===== config.mk =====
export PLATFORM = sky130hd
export DESIGN_NAME = bcs_top
export DESIGN_NICKNAME = d
export VERILOG_FILES = /design/src/bcs_pkg.sv /design/src/bcs_top.sv
export SDC_FILE = /design/constraint.sdc
export NUM_CORES = 1
export LEC_CHECK = 0
export CAP_MARGIN = 10
export CORE_MARGIN = 2
export CORE_UTILIZATION = 30
export CTS_CLUSTER_SIZE = 16
export DETAILED_ROUTE_END_ITERATION = 10
export DONT_BUFFER_PORTS = 1
export GPL_ROUTABILITY_DRIVEN = 0
export PLACE_DENSITY = 0.48
export SLEW_MARGIN = 20
export SYNTH_ARGS = -nofsm -noshare
export SYNTH_HDL_FRONTEND = slang
export SYNTH_SLANG_ARGS = --single-unit

===== constraint.sdc =====
create_clock -name aclk -period 7.48 [get_ports aclk]
set_input_delay 1.496 -clock aclk [delete_from_list [all_inputs] [get_ports aclk]]
set_output_delay 1.496 -clock aclk [all_outputs]
set_load 0.05 [all_outputs]

===== src/bcs_pkg.sv =====
// Purpose: constants for the bus configuration and chip-select block
// Assumes: AXI4-Lite register access, 32-bit data
// Notes:   register offsets are word indexes; byte address is four times the index
package bcs_pkg;
   // register indexes (printed offsets are not all word multiples)
   localparam logic [19:0] PBC_IDX      = 20'h0001e; // peripheral_bus_config
   localparam logic [19:0] ROUTE0_IDX   = 20'h40054; // chip_select_pin_route_0
   localparam logic [19:0] PROT_IDX     = 20'h00100; // write_protect_reg
   localparam logic [19:0] BND01_IDX    = 20'h00101; // boundary_space0_1
   localparam logic [19:0] BND12_IDX    = 20'h00102; // boundary_space1_2
   localparam logic [19:0] BND23_IDX    = 20'h00103; // boundary_space2_3
   localparam logic [19:0] SPCFG_IDX    = 20'h00104; // per-space format/width
   localparam logic [19:0] ROUTEX_IDX   = 20'h00105; // extra chip-select routes
   localparam logic [19:0] STATUS_IDX   = 20'h00106; // block status
   localparam logic [19:0] CLKCTL_IDX   = 20'h00107; // clock_control_reg
   // reset values and protect unlock key
   localparam logic [15:0] PBC_RST      = 16'h0504;
   localparam logic [7:0]  PROT_UNLOCK  = 8'haa;
   localparam logic [7:0]  BND01_RST    = 8'hff;
   localparam logic [7:0]  BND12_RST    = 8'hff;
   localparam logic [7:0]  BND23_RST    = 8'hff;
   // peripheral_bus_config fields
   localparam int RD_LSB   = 0;
   localparam int WR_LSB   = 8;
   localparam int MUX_BIT  = 13;
   localparam int WID_LSB  = 14;
   // chip_select_pin_route_0 fields
   localparam int P44_BIT  = 4;
   localparam int P45_BIT  = 5;
   localparam int P46_BIT  = 6;
   localparam int P47_BIT  = 7;
   // width encodings
   localparam logic [1:0] W8  = 2'h0;
   localparam logic [1:0] W16 = 2'h1;
   localparam logic [1:0] W32 = 2'h2;
   // address geometry
   localparam int INT_ADDR_W = 26;
   localparam int EXT_ADDR_W = 24;
   localparam int BND_SHIFT  = 18;
   // axi responses
   localparam logic [1:0] RESP_OKAY   = 2'h0;
   localparam logic [1:0] RESP_SLVERR = 2'h2;
endpackage


===== src/bcs_top.sv =====
// Purpose: bus settings registers, chip-select decode and peripheral access timing
// Assumes: single clock aclk at 200 MHz, synchronous active-low aresetn
// Notes:   reset vector bits are captured on the first cycle after reset; mode straps are only synchronised
`timescale 1ns/1ps
`default_nettype none
module bcs_top #(
   parameter int ADDR_W = 22 // axi byte address width
) (
   // clock and reset
   input  wire  logic              aclk,
   input  wire  logic              aresetn,
   // axi4-lite write address
   input  wire  logic [ADDR_W-1:0] s_axi_awaddr,
   input  wire  logic              s_axi_awvalid,
   output logic                    s_axi_awready,
   // axi4-lite write data
   input  wire  logic [31:0]       s_axi_wdata,
   input  wire  logic [3:0]        s_axi_wstrb,
   input  wire  logic              s_axi_wvalid,
   output logic                    s_axi_wready,
   // axi4-lite write response
   output logic [1:0]              s_axi_bresp,
   output logic                    s_axi_bvalid,
   input  wire  logic              s_axi_bready,
   // axi4-lite read address
   input  wire  logic [ADDR_W-1:0] s_axi_araddr,
   input  wire  logic              s_axi_arvalid,
   output logic                    s_axi_arready,
   // axi4-lite read data
   output logic [31:0]             s_axi_rdata,
   output logic [1:0]              s_axi_rresp,
   output logic                    s_axi_rvalid,
   input  wire  logic              s_axi_rready,
   // straps from pins
   input  wire  logic [1:0]        reset_vector_lsbs,
   input  wire  logic              mode_microprocessor,
   input  wire  logic              mode_expansion,
   // cpu access request
   input  wire  logic              cpu_req,
   input  wire  logic              cpu_we,
   input  wire  logic              cpu_periph,
   input  wire  logic [25:0]       cpu_addr,
   output logic                    cpu_ack,
   output logic [31:0]             cpu_addr_full,
   // external bus pins
   output logic [23:0]             ext_addr_q,
   output logic [3:0]              cs_n_q,
   output logic [7:0]              p4_out_q,
   output logic [3:0]              p11_out_q,
   output logic [2:0]              p5_cs_out_q,
   output logic                    ext_mux_active,
   output logic [1:0]              ext_width,
   output logic                    data_pins_gpio,
   output logic                    upper_data_gpio,
   output logic                    addr_valid_q
);
   // strap synchronisers
   logic [1:0] vec_s1_q, vec_s2_q;
   logic [1:0] mode_s1_q, mode_s2_q;
   logic       strap_done_q;
   // registers
   logic [15:0] pbc_q;
   logic [7:4]  route0_q;
   logic [7:0]  prot_q;
   logic [7:0]  bnd01_q, bnd12_q, bnd23_q;
   logic [11:0] spcfg_q;    // per space: [3i+2]=mux, [3i+1:3i]=width
   logic [6:0]  routex_q;   // [3:0] p11 selects, [6:4] p5 selects
   logic        clkctl_q;
   logic        pbc_locked_q;
   // axi state
   logic        aw_held_q, w_held_q;
   logic [ADDR_W-1:0] awaddr_q;
   logic [31:0] wdata_q;
   logic [3:0]  wstrb_q;
   // write decode results, declared ahead of the response logic that reads them
   logic [19:0] widx;
   logic        wr_hit;

   // word index from a byte address
   function automatic logic [19:0] word_idx(input logic [ADDR_W-1:0] a);
      word_idx = a[ADDR_W-1:2];
   endfunction

   // space index of a 26-bit address against the boundaries
   function automatic logic [1:0] space_of(input logic [25:0] a, input logic [7:0] b01,
                                           input logic [7:0] b12, input logic [7:0] b23);
      logic [7:0] up;
      up = a[25:18];
      if (up >= b01)      space_of = 2'h0;
      else if (up >= b12) space_of = 2'h1;
      else if (up >= b23) space_of = 2'h2;
      else                space_of = 2'h3;
   endfunction

   // two-flop straps, then one capture after reset release
   always_ff @(posedge aclk) begin
      vec_s1_q  <= reset_vector_lsbs;
      vec_s2_q  <= vec_s1_q;
      mode_s1_q <= {mode_microprocessor, mode_expansion};
      mode_s2_q <= mode_s1_q;
   end

   wire logic mp_mode  = mode_s2_q[1];
   wire logic exp_mode = mode_s2_q[0];
   wire logic ext_mode = mp_mode | exp_mode;

   // axi write channel capture, either order
   wire logic wr_go = aw_held_q & w_held_q & ~s_axi_bvalid;
   assign s_axi_awready = ~aw_held_q;
   assign s_axi_wready  = ~w_held_q;
   always_ff @(posedge aclk) begin
      if (!aresetn) begin
         aw_held_q    <= 1'b0;
         w_held_q     <= 1'b0;
         awaddr_q     <= '0;
         wdata_q      <= '0;
         wstrb_q      <= '0;
         s_axi_bvalid <= 1'b0;
         s_axi_bresp  <= bcs_pkg::RESP_OKAY;
      end else begin
         if (s_axi_awvalid && !aw_held_q) begin
            aw_held_q <= 1'b1;
            awaddr_q  <= s_axi_awaddr;
         end
         if (s_axi_wvalid && !w_held_q) begin
            w_held_q <= 1'b1;
            wdata_q  <= s_axi_wdata;
            wstrb_q  <= s_axi_wstrb;
         end
         if (wr_go) begin
            aw_held_q    <= 1'b0;
            w_held_q     <= 1'b0;
            s_axi_bvalid <= 1'b1;
            s_axi_bresp  <= wr_hit ? bcs_pkg::RESP_OKAY : bcs_pkg::RESP_SLVERR;
         end else if (s_axi_bvalid && s_axi_bready) begin
            s_axi_bvalid <= 1'b0;
         end
      end
   end

   // write decode
   always_comb begin
      widx   = word_idx(awaddr_q);
      wr_hit = (widx == bcs_pkg::PBC_IDX)   || (widx == bcs_pkg::ROUTE0_IDX) ||
               (widx == bcs_pkg::PROT_IDX)  || (widx == bcs_pkg::BND01_IDX)  ||
               (widx == bcs_pkg::BND12_IDX) || (widx == bcs_pkg::BND23_IDX)  ||
               (widx == bcs_pkg::SPCFG_IDX) || (widx == bcs_pkg::ROUTEX_IDX) ||
               (widx == bcs_pkg::STATUS_IDX)|| (widx == bcs_pkg::CLKCTL_IDX);
   end

   wire logic we_pbc = wr_go && widx == bcs_pkg::PBC_IDX;
   // unlocked write to config: protect must hold the unlock value
   wire logic pbc_ok = we_pbc && prot_q == bcs_pkg::PROT_UNLOCK && !pbc_locked_q;

   // peripheral_bus_config, width from reset vector after reset
   always_ff @(posedge aclk) begin
      if (!aresetn) begin
         pbc_q        <= bcs_pkg::PBC_RST;
         strap_done_q <= 1'b0;
      end else begin
         strap_done_q <= 1'b1;
         if (!strap_done_q) begin
            pbc_q[bcs_pkg::WID_LSB +: 2] <= vec_s2_q;
         end else if (pbc_ok) begin
            if (wstrb_q[0]) pbc_q[7:0]  <= {3'h0, wdata_q[4:0]};
            if (wstrb_q[1]) pbc_q[15:8] <= wdata_q[15:8];
         end
      end
   end

   // once the clock control is set, config is frozen; a guard for software
   always_ff @(posedge aclk) begin
      if (!aresetn) begin
         clkctl_q     <= 1'b0;
         pbc_locked_q <= 1'b0;
      end else begin
         if (wr_go && widx == bcs_pkg::CLKCTL_IDX && wstrb_q[0]) clkctl_q <= wdata_q[0];
         if (clkctl_q) pbc_locked_q <= 1'b1;
      end
   end

   // protect, boundaries, routes and per-space config
   always_ff @(posedge aclk) begin
      if (!aresetn) begin
         prot_q   <= 8'h00;
         route0_q <= 4'h0;
         bnd01_q  <= bcs_pkg::BND01_RST;
         bnd12_q  <= bcs_pkg::BND12_RST;
         bnd23_q  <= bcs_pkg::BND23_RST;
         spcfg_q  <= 12'h000;
         routex_q <= 7'h00;
      end else if (wr_go && wstrb_q[0]) begin
         case (widx)
            bcs_pkg::PROT_IDX:   prot_q   <= wdata_q[7:0];
            bcs_pkg::ROUTE0_IDX: route0_q <= wdata_q[7:4]; // low bits unimplemented
            bcs_pkg::BND01_IDX:  bnd01_q  <= wdata_q[7:0];
            bcs_pkg::BND12_IDX:  bnd12_q  <= wdata_q[7:0];
            bcs_pkg::BND23_IDX:  bnd23_q  <= wdata_q[7:0];
            bcs_pkg::ROUTEX_IDX: routex_q <= wdata_q[6:0];
            bcs_pkg::SPCFG_IDX:  spcfg_q[7:0] <= wdata_q[7:0];
            default: ;
         endcase
         if (widx == bcs_pkg::SPCFG_IDX && wstrb_q[1]) spcfg_q[11:8] <= wdata_q[11:8];
      end else if (wr_go && widx == bcs_pkg::SPCFG_IDX && wstrb_q[1]) begin
         spcfg_q[11:8] <= wdata_q[11:8];
      end
   end

   // axi read: one cycle after address is taken
   logic [31:0] rd_mux;
   logic        rd_hit;
   logic [19:0] ridx;
   always_comb begin
      ridx   = word_idx(s_axi_araddr);
      rd_hit = 1'b1;
      rd_mux = 32'h0;
      case (ridx)
         bcs_pkg::PBC_IDX:    rd_mux = {16'h0, pbc_q};
         bcs_pkg::ROUTE0_IDX: rd_mux = {24'h0, route0_q, 4'h0}; // undefined bits read 0
         bcs_pkg::PROT_IDX:   rd_mux = {24'h0, prot_q};
         bcs_pkg::BND01_IDX:  rd_mux = {24'h0, bnd01_q};
         bcs_pkg::BND12_IDX:  rd_mux = {24'h0, bnd12_q};
         bcs_pkg::BND23_IDX:  rd_mux = {24'h0, bnd23_q};
         bcs_pkg::SPCFG_IDX:  rd_mux = {20'h0, spcfg_q};
         bcs_pkg::ROUTEX_IDX: rd_mux = {25'h0, routex_q};
         bcs_pkg::STATUS_IDX: rd_mux = {26'h0, pbc_locked_q, addr_valid_q, ext_mux_active,
                                        data_pins_gpio, mp_mode, exp_mode};
         bcs_pkg::CLKCTL_IDX: rd_mux = {31'h0, clkctl_q};
         default:             rd_hit = 1'b0;
      endcase
   end

   assign s_axi_arready = ~s_axi_rvalid;
   always_ff @(posedge aclk) begin
      if (!aresetn) begin
         s_axi_rvalid <= 1'b0;
         s_axi_rdata  <= 32'h0;
         s_axi_rresp  <= bcs_pkg::RESP_OKAY;
      end else if (s_axi_arvalid && !s_axi_rvalid) begin
         s_axi_rvalid <= 1'b1;
         s_axi_rdata  <= rd_mux;
         s_axi_rresp  <= rd_hit ? bcs_pkg::RESP_OKAY : bcs_pkg::RESP_SLVERR;
      end else if (s_axi_rready) begin
         s_axi_rvalid <= 1'b0;
      end
   end

   // sign extension of line 25 into the 32-bit map
   assign cpu_addr_full = {{6{cpu_addr[25]}}, cpu_addr};

   // space decode and format, combinational
   logic [1:0] cur_space;
   logic       space_mux;
   always_comb begin
      cur_space = space_of(cpu_addr, bnd01_q, bnd12_q, bnd23_q);
      // global bit forces multiplexed, else per-space bit
      space_mux = pbc_q[bcs_pkg::MUX_BIT] | spcfg_q[3*cur_space+2];
   end
   // global bit wins in every space, select zero space included
   assign ext_mux_active = space_mux;
   // width field; the illegal code is treated as 32 bits
   assign ext_width = (pbc_q[bcs_pkg::WID_LSB +: 2] == bcs_pkg::W8) ? bcs_pkg::W8 :
                      (pbc_q[bcs_pkg::WID_LSB +: 2] == bcs_pkg::W16) ? bcs_pkg::W16 :
                      bcs_pkg::W32;
   // global bit and all four per-space mux bits set frees the data ports
   assign data_pins_gpio = pbc_q[bcs_pkg::MUX_BIT] & spcfg_q[2] & spcfg_q[5] &
                           spcfg_q[8] & spcfg_q[11];
   assign upper_data_gpio = (ext_width != bcs_pkg::W32);

   // peripheral access stalls for the programmed count
   logic [4:0] wait_q;
   logic       busy_q;
   always_ff @(posedge aclk) begin
      if (!aresetn) begin
         wait_q <= 5'h0;
         busy_q <= 1'b0;
      end else if (!busy_q && cpu_req && cpu_periph) begin
         busy_q <= 1'b1;
         wait_q <= cpu_we ? pbc_q[bcs_pkg::WR_LSB +: 5] : pbc_q[bcs_pkg::RD_LSB +: 5];
      end else if (busy_q) begin
         if (wait_q == 5'h0) busy_q <= 1'b0;
         else wait_q <= wait_q - 5'h1;
      end
   end
   // external accesses answer at once; peripheral ones after the count
   assign cpu_ack = cpu_req & (~cpu_periph | (busy_q & wait_q == 5'h0));

   // external address and chip selects, held between accesses
   wire logic ext_acc = cpu_req & ~cpu_periph & ext_mode;
   always_ff @(posedge aclk) begin
      if (!aresetn) begin
         ext_addr_q   <= 24'h0;
         cs_n_q       <= 4'hf;
         addr_valid_q <= 1'b0;
      end else if (ext_acc) begin
         ext_addr_q   <= cpu_addr[23:0];
         cs_n_q       <= ~(4'h1 << cur_space);
         addr_valid_q <= 1'b1;
      end else if (!ext_mode) begin
         addr_valid_q <= 1'b0; // undefined again until next access
      end
   end

   // pin muxing of selects onto shared and alternate pins
   always_ff @(posedge aclk) begin
      if (!aresetn) begin
         p4_out_q    <= 8'h0;
         p11_out_q   <= 4'hf;
         p5_cs_out_q <= 3'h7;
      end else begin
         p4_out_q[3:0] <= ext_addr_q[19:16];
         p4_out_q[4] <= route0_q[bcs_pkg::P44_BIT] ? cs_n_q[3] : ext_addr_q[20];
         p4_out_q[5] <= route0_q[bcs_pkg::P45_BIT] ? cs_n_q[2] : ext_addr_q[21];
         p4_out_q[6] <= route0_q[bcs_pkg::P46_BIT] ? cs_n_q[1] : ext_addr_q[22];
         // select zero on its shared pin after reset in microprocessor mode
         p4_out_q[7] <= (route0_q[bcs_pkg::P47_BIT] | mp_mode) ? cs_n_q[0] : ext_addr_q[23];
         p11_out_q   <= cs_n_q | ~routex_q[3:0];
         p5_cs_out_q <= cs_n_q[3:1] | ~routex_q[6:4];
      end
   end
endmodule // bcs_top
`default_nettype wire


==> results of run 1 <==
-- worst reg2reg max path, delay by kind of cell (launching register included) --
family	cells	cell delay [ns]
compound gates	7	2.19
fa+ha+maj	2	0.75
flops	1	0.33
mux	1	0.22
buf+inv	2	0.19
simple gates	1	0.07
-- through the flow --
step / hold WS [ns] / setup WS (ns) / total power [uW] / instances
after global routing: 0.336 / 1.06 / 2250 / 1345
after CTS: 0.331 / 1.35 / 2180 / 1345
after detailed placement: 0.314 / 1.36 / 1260 / 1313
final: 0.329 / 1.32 / 2160 / 1345
after global placement: 0.315 / 1.41 / 1260 / 1313
after floorplan: 0.310 / 1.74 / 1290 / 1032
-- Yosys cell counts (2+ instances only) --
cell | n | area share [%]
buf_4 | 50 | 4.2
or3_1 | 3 | 0.21
and3_1 | 6 | 0.42
a21oi_1 | 8 | 0.45
nor3_1 | 6 | 0.34
o211ai_1 | 27 | 2.3
ha_1 | 30 | 4.2
a21boi_1 | 4 | 0.34
a22o_1 | 3 | 0.30
o21ai_0 | 25 | 1.4
nor4_2 | 4 | 0.56
and2_1 | 14 | 0.99
o21a_1 | 2 | 0.17
clkbuf_1 | 55 | 2.3
xnor2_1 | 3 | 0.30
nand3_1 | 21 | 1.2
nand3b_1 | 3 | 0.25
a222oi_1 | 2 | 0.23
a211oi_1 | 3 | 0.25
a22oi_1 | 7 | 0.59
o211a_1 | 6 | 0.68
a221oi_1 | 2 | 0.20
a21boi_0 | 81 | 6.9
nor2b_1 | 48 | 3.4
mux2i_1 | 56 | 6.3
nand2b_1 | 8 | 0.56
o31a_1 | 3 | 0.30
nor4_1 | 10 | 0.70
dfxtp_1 | 189 | 43
nor4b_1 | 2 | 0.20
nor3_2 | 3 | 0.34
nand2_1 | 226 | 9.6
nor2_1 | 27 | 1.1
a21o_1 | 6 | 0.51
nand4_1 | 6 | 0.42
inv_1 | 36 | 1.5
mux4_2 | 5 | 1.3
a31o_2 | 3 | 0.30
-- final timing paths --
kind	startpoint	to	slack (ns)	depth (start not counted)
setup reg to reg	bnd23_q[4]	s_axi_rdata[3]	3.63	13
hold reg to reg	vec_s1_q[1]	vec_s2_q[1]	0.33	0
hold / removal	vec_s1_q[1]	vec_s2_q[1]	0.33	0
setup / recovery	cpu_addr[18]	ext_mux_active	1.32	12
-- area by class of cell --
| class | instances | area [sq um] | share of cell area, % |
|---|---|---|---|
| multi-input combinational | 699 | 4450 | 47.0 |
| sequential | 189 | 3780 | 40.0 |
| tap | 384 | 480 | 5.08 |
| clock buffer | 17 | 425 | 4.50 |
| clock inverter | 15 | 151 | 1.60 |
| inverter | 37 | 139 | 1.47 |
| timing repair buffer | 4 | 30.0 | 0.317 |
-- metal layers --
| layer | vias to the layer above | track usage (%) |
|---|---|---|
| li1 | 3255 | - |
| met1 | 3044 | 23.0 |
| met2 | 216 | 25.6 |
| met3 | 18 | 4.48 |
| met4 | 0 | 4.37 |
| met5 | - | 0 |
-- power by group through the flow --
| stage | registers, uW | clock network [uW] | logic, uW |
|---|---|---|---|
| 4_1_cts | 1100 | 945 | 133 |
| 3_5_place_dp | 1130 | 0 | 132 |
| 2_1_floorplan | 1110 | 0 | 184 |
| 6_report | 1100 | 921 | 131 |
| 5_1_grt | 1110 | 993 | 148 |
| 3_3_place_gp | 1130 | 0 | 131 |
-- sequential cells by signal (all words and copies together), names as in the netlist, 3 cells and up --
signal and cells:
awaddr_q 20, bnd23_q 8, s_axi_rdata 16, p4_out_q 8, pbc_q 13, p5_cs_out_q 3, bnd12_q 8, cs_n_q 4
p11_out_q 4, ext_addr_q 24, routex_q 7, route0_q 4, wait_q 5, prot_q 8, wdata_q 16, bnd01_q 8
spcfg_q 12
-- cell families (layout without fill, tap and decap cells) --
| logic type | after synthesis | count (layout) | synth area share (%) |
|---|---|---|---|
| AO/OA/AOI/OAI | 189 | 189 | 15.5 |
| flip-flops | 189 | 189 | 42.6 |
| buffers and inverters | 144 | 73 | 8.22 |
| adder cells (fa/ha/maj) | 30 | 30 | 4.23 |
| other | 1 | 18 | 0.0422 |
| XOR/XNOR | 4 | 4 | 0.395 |
| multiplexers | 62 | 62 | 7.71 |
| AND/OR/NAND/NOR | 396 | 396 | 21.3 |
==> results.yml, run 1 <==
clock_network:
  cts_buffers: 17
  h-tree-depth: 4
  insertion_delay_ns: 0.44
  clk_path_buf_depth: 2
  cts_sinks: 189
  clk_pin_slew_ns: 0.07
  cts-root-buf: "clkbuf_16"
  post-cts-setup-buffers: 0
  hold_buffers: 0
  cts_tree: "yes"
  ctsResizeCount: 0
timing:
  fin_crit_ns: 6.16
  tightest_slew_ns: 1.08
  fmax_ghz: 0.162
  rsz0062_at_grt: "false"
  finClkSkew_ns: 0.0123
  slew_violations: 0
  finalHoldViolations: 0
  tns_ns: 0
  maxSlewHeadroom_pct: 27.5
  finalSetupViolCount: 0
  final.period_utilization_pct: 82.4
die:
  ios: 243
  rows: 62
  fp.dieArea_sq_mm: 0.0310
  die_y_um: 176
  core_sq_mm: 0.0289
  die_w_um: 176
  start_util_pct: 30.7
worst_setup_path:
  crit_chain: "inv_1 -> ha_1 -> nor2b_1 -> o21ai_0 -> a21oi_1 -> a21boi_1 -> inv_1 -> ha_1 -> mux2i_1 -> nor2_1 -> a2111o_1 -> o211a_1"
  crit_slowest_cell: "a21oi_1"
  crit_path_max_incr_delay_ns: 0.49
  crit_buf_inv: 2
  cp-start-kind: "input pin"
  critical_path_class: "in2out"
  required_ns: 5.98
  crit_family: "compound AO/OA/AOI/OAI gates"
  worst-path-max-fanout: 7
  endpoint_kind: "output pin"
  critPathArrivalTime_ns: 4.67
layout:
  final_cell_mix: "nand2_1, dfxtp_1, a21boi_0, mux2i_1, nor2b_1"
  final_nets: 1098
  postLayoutCoreUtil_pct: 32.7
  syn2layout_area_growth_pct: 6.57
  antenna_cells: 0
  drive_above_1_share_pct: 6.35
  n_fill_cell: 3009
  layout_commonest_cell: "nand2_1"
  stdcell_area_sq_mm: 0.00946
pwr:
  leakage_uw: 0.00370
  p_sw_uw: 602
  combPwrFrac_pct: 6.1
  pwr-share-clk_pct: 42.7
  ir_drop_mv: 0.111
  power_density_mw_per_mm2: 228
  share_seq_of_total_power_pct: 51.2
  power.internal_uw: 1550
  p_sw_share_pct: 27.9
flow_run:
  drv_cap: 0
grt:
  grt_max_degree: 180
  grt_overflow: 0
  grt_pass1_wl_mm: 38.8
  antenna_found_initial: 1
  grt_pass1_vias: 6323
  track_usage_pct: 16.6
drt:
  route.antenna.remaining_nets: 0
  met3_length_mm: 1.70
  wl_met2_mm: 11.2
  top_layer_used: "met4"
  first_iter_violations: 532
  wl_per_cell_um: 18.7
  vias: 6533
  drtPass1Iterations: 5
  routed_via_density: 4.86
  finalWirelength_mm: 25.2
  route.detailed.drc: 0
  wl_met1_mm: 12.0
placed_design:
  placed_area_sq_mm: 0.00887
  post-dp-hpwl_mm: 18.1
  io_buffers: 0
synthesis:
  ys_types: 60
  syn_inst: 1015
  netlist_area_sq_mm: 0.00888
  ys_ff_latch: 189
  synth-edff-count: 0
  ys.flop_type: "dfxtp_1"
  synthArstFlopShare_pct: 0
  yosysWarnings: 0
  ys_seq_area_share_pct: 42.6
  avgSynthCellArea_sq_um: 8.74
worst_hold_path:
  hp-class: "reg2reg"
outcome:
  outcome: "finished, final reports clean"
(Power assumes the default switching activity.)
==> run 2: changes to the inputs <==
- clock period: 7.48 -> 5.9 ns (I/O delays scaled with it)
==> run 2 against run 1 <==
Against the previous run: total power rose by 25%; sequential share of layout area fell by 0.069 points; clock skew fell by 0.00071 ns; final area up 0.17%; register-to-register slack worse by 1.3 ns; non-clock buffer count rose by 4; global-route usage shrank 0.24 points; clock power rose by 24%; largest power group unchanged; largest cell class unchanged.
==> results.yml, run 2 (synthesized netlist as in run 1, its figures left out) <==
outcome:
  outcome: "finished, final reports clean"
grt:
  antenna_found_initial: 0
  track_usage_pct: 16.4
  grt_max_degree: 180
  grt_pass1_wl_mm: 38.3
  grt_overflow: 0
  grt_pass1_vias: 6330
drt:
  routed_via_density: 4.83
  drtPass1Iterations: 4
  route.detailed.drc: 0
  finalWirelength_mm: 25.1
  first_iter_violations: 357
  route.antenna.remaining_nets: 0
  wl_per_cell_um: 18.6
  vias: 6513
timing:
  fmax_ghz: 0.192
  setup_ws_ns: 0.699
  finalSetupViolCount: 0
  final.period_utilization_pct: 88.2
  slew_violations: 0
  maxSlewHeadroom_pct: 26.5
  finalHoldViolations: 0
  tns_ns: 0
  tightest_slew_ns: 1.10
  finClkSkew_ns: 0.0116
  rsz0062_at_grt: "false"
  fin_crit_ns: 5.20
worst_setup_path:
  rrSetupSlack_ns: 2.31
  critical_path_class: "in2out"
  required_ns: 4.72
  endpoint_kind: "output pin"
  reg2regPathDepth: 12
  crit_slowest_cell: "ha_1"
  critPathArrivalTime_ns: 4.02
  crit_chain: "ha_1 -> a211oi_1 -> o21ai_0 -> a21oi_1 -> nand2_1 -> ha_1 -> mux2i_1 -> nor2_1 -> a2111o_1 -> o211a_1"
  worst-path-max-fanout: 7
  cp-start-kind: "input pin"
  crit_path_max_incr_delay_ns: 0.49
  crit_top_cell: "ha_1"
clock_network:
  post-cts-setup-buffers: 0
  insertion_delay_ns: 0.44
  cts_buffers: 17
  cts_sinks: 189
  clk_pin_slew_ns: 0.07
  clk_path_buf_depth: 2
  cts-root-buf: "clkbuf_16"
  hold_buffers: 0
  ctsResizeCount: 0
  h-tree-depth: 4
  cts_tree: "yes"
die:
  start_util_pct: 30.7
  die_y_um: 176
  fp.dieArea_sq_mm: 0.0310
  ios: 243
  rows: 62
  die_w_um: 176
  core_sq_mm: 0.0289
layout:
  antenna_cells: 0
  syn2layout_area_growth_pct: 6.75
  reg_top3: "ext_addr_q: 24 flops, awaddr_q: 20 flops"
  final_nets: 1102
  largest_reg_flops: 24
  regMostFlops: "ext_addr_q"
  final_cell_mix: "nand2_1, dfxtp_1, a21boi_0, mux2i_1, nor2b_1"
  drive_above_1_share_pct: 6.53
  layout_commonest_cell: "nand2_1"
worst_hold_path:
  hp-class: "reg2reg"
  min_path_cells: 0
pwr:
  power_density_mw_per_mm2: 285
  leakage_uw: 0.00371
  ir_drop_mv: 0.172
flow_run:
  drv_cap: 0
placed_design:
  dp_slack_ns: 0.693
  post-dp-hpwl_mm: 18.1
  io_buffers: 0
## run 2: changes by cell type in the layout (fill, tap and decap cells not counted)
cell        change
nor4_1          +1
nor2_2          -1
inv_6           -2
buf_4           +4
clkinvlp_4      +2
clkinv_2        -1
nor2_1          +1
inv_8           +3
bufinv_16       -1
clkinv_4        -2
nor4_2          -1
clkinv_8        +1
## run 2: layer usage
layer	GRT usage, %	wire [um]
met1	22.2	11600
met3	4.95	2090
met4	3.72	211
met2	25.6	11100
met5	0	0
## run 2: final cells by class
class	count	area [sq um]
Inverter	37	139
Sequential cell	189	3780
Clock inverter	15	146
Clock buffer	17	425
Tap cell	384	480
Multi-Input combinational cell	699	4440
Timing Repair Buffer	8	60.1
Fill cell	3063	19500
## run 2: worst paths after layout
kind                                   start              to
worst min-delay path             vec_s1_q[1]     vec_s2_q[1]
worst max-delay path            cpu_addr[20]  ext_mux_active
worst max register to register    bnd12_q[2]  s_axi_rdata[3]
worst min register to register   vec_s1_q[1]     vec_s2_q[1]
## run 2: worst max-delay path: cells and delay by family
| family | cells | cell delay (ns) |
|---|---|---|
| muxes | 1 | 0.22 |
| adders and majority gates | 2 | 0.77 |
| and+or+nand+nor | 2 | 0.28 |
| AOI/OAI and AO/OA | 5 | 1.55 |
## run 2: report_power, final
group          internal (uW)  leakage, uW  switching (uW)
clock network            564     0.000275             574
logic                   59.6      0.00190             107
registers               1310      0.00154            88.2
total                   1940      0.00371             769
## run 2: per-stage QoR
step / std cells / hold slack [ns] / utilization (%) / area (sq um) / power, uW
after global placement: 1317 / 0.314 / 30.7 / 8890 / 1600
after detailed placement: 1317 / 0.312 / 30.7 / 8890 / 1600
final: 1349 / 0.329 / 32.7 / 9480 / 2710
after global routing: 1349 / 0.334 / 32.7 / 9480 / 2820
after CTS: 1349 / 0.330 / 32.7 / 9470 / 2750
after floorplan: 1032 / 0.310 / - / 8940 / 1640
==> run 3: changes to the inputs <==
- CELL_PAD_IN_SITES_DETAIL_PLACEMENT: default -> 1
- CELL_PAD_IN_SITES_GLOBAL_PLACEMENT: default -> 2
- PLACE_DENSITY: 0.48 -> 0.7
==> run 3 against run 2 <==
Against the previous run: via count increased by 2.1%; final cell count about the same; critical path depth stayed put; die area stayed put; wire length up 6.6%; fmax is 0.71% lower; sequential cell count stayed put; register-to-register slack got worse by 0.07 ns; sequential share of layout area is essentially flat; non-clock buffer count increased by 1; critical endpoint unchanged; largest power group unchanged.
==> results.yml, run 3 (synthesized netlist as in run 1, its figures left out) <==
drt:
  vias: 6650
  finalWirelength_mm: 26.7
  wl_per_cell_um: 19.8
  route.antenna.remaining_nets: 0
  first_iter_violations: 306
  routed_via_density: 4.93
  route.detailed.drc: 0
  drtPass1Iterations: 4
grt:
  top_usage_layer: "met2"
  antenna_found_initial: 0
  grt_pass1_vias: 6785
  grt_overflow: 0
  grtUsageMet2_pct: 28.8
  grt_pass1_wl_mm: 41.3
  track_usage_pct: 17.5
  grtUsageMet1_pct: 23.1
  grt_max_degree: 180
  grt_use_met3_pct: 4.72
worst_setup_path:
  rrSetupSlack_ns: 2.24
  required_ns: 4.72
  cp-start-kind: "input pin"
  crit_path_max_incr_delay_ns: 0.49
  crit_buf_inv: 0
  crit_family: "compound AO/OA/AOI/OAI gates"
  crit_chain: "ha_1 -> a211oi_1 -> o21ai_0 -> a21oi_1 -> nand2_1 -> ha_1 -> mux2i_1 -> nor2_1 -> a2111o_1 -> o211a_1"
  endpoint_kind: "output pin"
  worst-path-max-fanout: 7
  critical_path_class: "in2out"
  crit_top_cell: "ha_1"
  crit_slowest_cell: "ha_1"
  critPathArrivalTime_ns: 4.06
layout:
  syn2layout_area_growth_pct: 6.86
  largest_reg_flops: 24
  final_cell_mix: "nand2_1, dfxtp_1, a21boi_0, mux2i_1, nor2b_1"
  stdcell_area_sq_mm: 0.00949
  layout_commonest_cell: "nand2_1"
  reg_top3: "ext_addr_q: 24 flops, awaddr_q: 20 flops"
  regMostFlops: "ext_addr_q"
  antenna_cells: 0
  final_nets: 1103
  n_fill_cell: 3350
  drive_above_1_share_pct: 6.43
timing:
  finalHoldViolations: 0
  final.period_utilization_pct: 88.8
  slew_violations: 0
  tns_ns: 0
  fin_crit_ns: 5.24
  fmax_ghz: 0.191
  tightest_slew_ns: 1.09
  maxSlewHeadroom_pct: 26.9
  rsz0062_at_grt: "false"
  finClkSkew_ns: 0.0154
  finalSetupViolCount: 0
die:
  core_sq_mm: 0.0289
  fp.dieArea_sq_mm: 0.0310
  rows: 62
  die_w_um: 176
  die_y_um: 176
  ios: 243
  start_util_pct: 30.7
pwr:
  p_sw_uw: 735
  p_sw_share_pct: 27.0
  ir_drop_mv: 0.188
  share_seq_of_total_power_pct: 51.4
  combPwrFrac_pct: 6.2
  power.internal_uw: 1990
  pwr-share-clk_pct: 42.4
  p_total_uw: 2730
  leakage_uw: 0.00371
  power_density_mw_per_mm2: 287
clock_network:
  h-tree-depth: 4
  ctsResizeCount: 0
  insertion_delay_ns: 0.44
  cts-root-buf: "clkbuf_16"
  hold_buffers: 0
  clk_path_buf_depth: 2
  cts_buffers: 17
  cts_tree: "yes"
  cts_sinks: 189
  clk_pin_slew_ns: 0.07
  post-cts-setup-buffers: 0
worst_hold_path:
  hp-class: "reg2reg"
placed_design:
  post-dp-hpwl_mm: 19.3
  io_buffers: 0
  placed_area_sq_mm: 0.00890
flow_run:
  drv_cap: 0
outcome:
  outcome: "finished, final reports clean"
## run 3: cell count changes in the layout (fill, tap and decap cells not counted), sizes merged
cell,before,now
clkbuf,17,20
clkinv,3,2
bufinv,0,1
buf,8,9
inv,46,41
## run 3: final cells by class
type | count | area [sq um] | share of cell area [%]
Multi-Input combinational cell | 699 | 4440 | 46.9
Tap cell | 384 | 480 | 5.07
Sequential cell | 189 | 3780 | 39.9
Clock buffer | 20 | 467 | 4.92
Inverter | 37 | 139 | 1.46
Clock inverter | 10 | 104 | 1.09
Timing Repair Buffer | 9 | 67.6 | 0.712
## run 3: final timing paths
check,to,from,cells after the start
max reg2reg,s_axi_rdata[3],bnd12_q[2],12
min,vec_s2_q[0],vec_s1_q[0],0
max,ext_mux_active,cpu_addr[20],10
min reg2reg,vec_s2_q[0],vec_s1_q[0],0
## run 3: metal layers
layer | vias to the layer above | routed length, um | share of wire [%]
met5 | - | 0 | 0
met2 | 187 | 12500 | 47
met1 | 3188 | 12200 | 46
li1 | 3261 | - | -
met3 | 14 | 1890 | 7.1
met4 | 0 | 179 | 0.67
## run 3: stage by stage
stage          hold slack, ns  setup slack (ns)  cells  util, %
5_1_grt                 0.337             0.311   1348     32.8
4_1_cts                 0.331             0.665   1348     32.7
3_3_place_gp            0.313             0.687   1318     30.8
3_5_place_dp            0.313             0.675   1318     30.8
6_report                0.329             0.661   1348     32.8
2_1_floorplan           0.310             0.793   1032        -
## run 3: power by group through the flow
stage                     Combinational (uW)  Clock (uW)  Sequential, uW
after global placement                   167           0            1430
after floorplan                          234           0            1400
after CTS                                172        1190            1400
final                                    169        1160            1400
after detailed placement                 172           0            1430
after global routing                     190        1240            1410
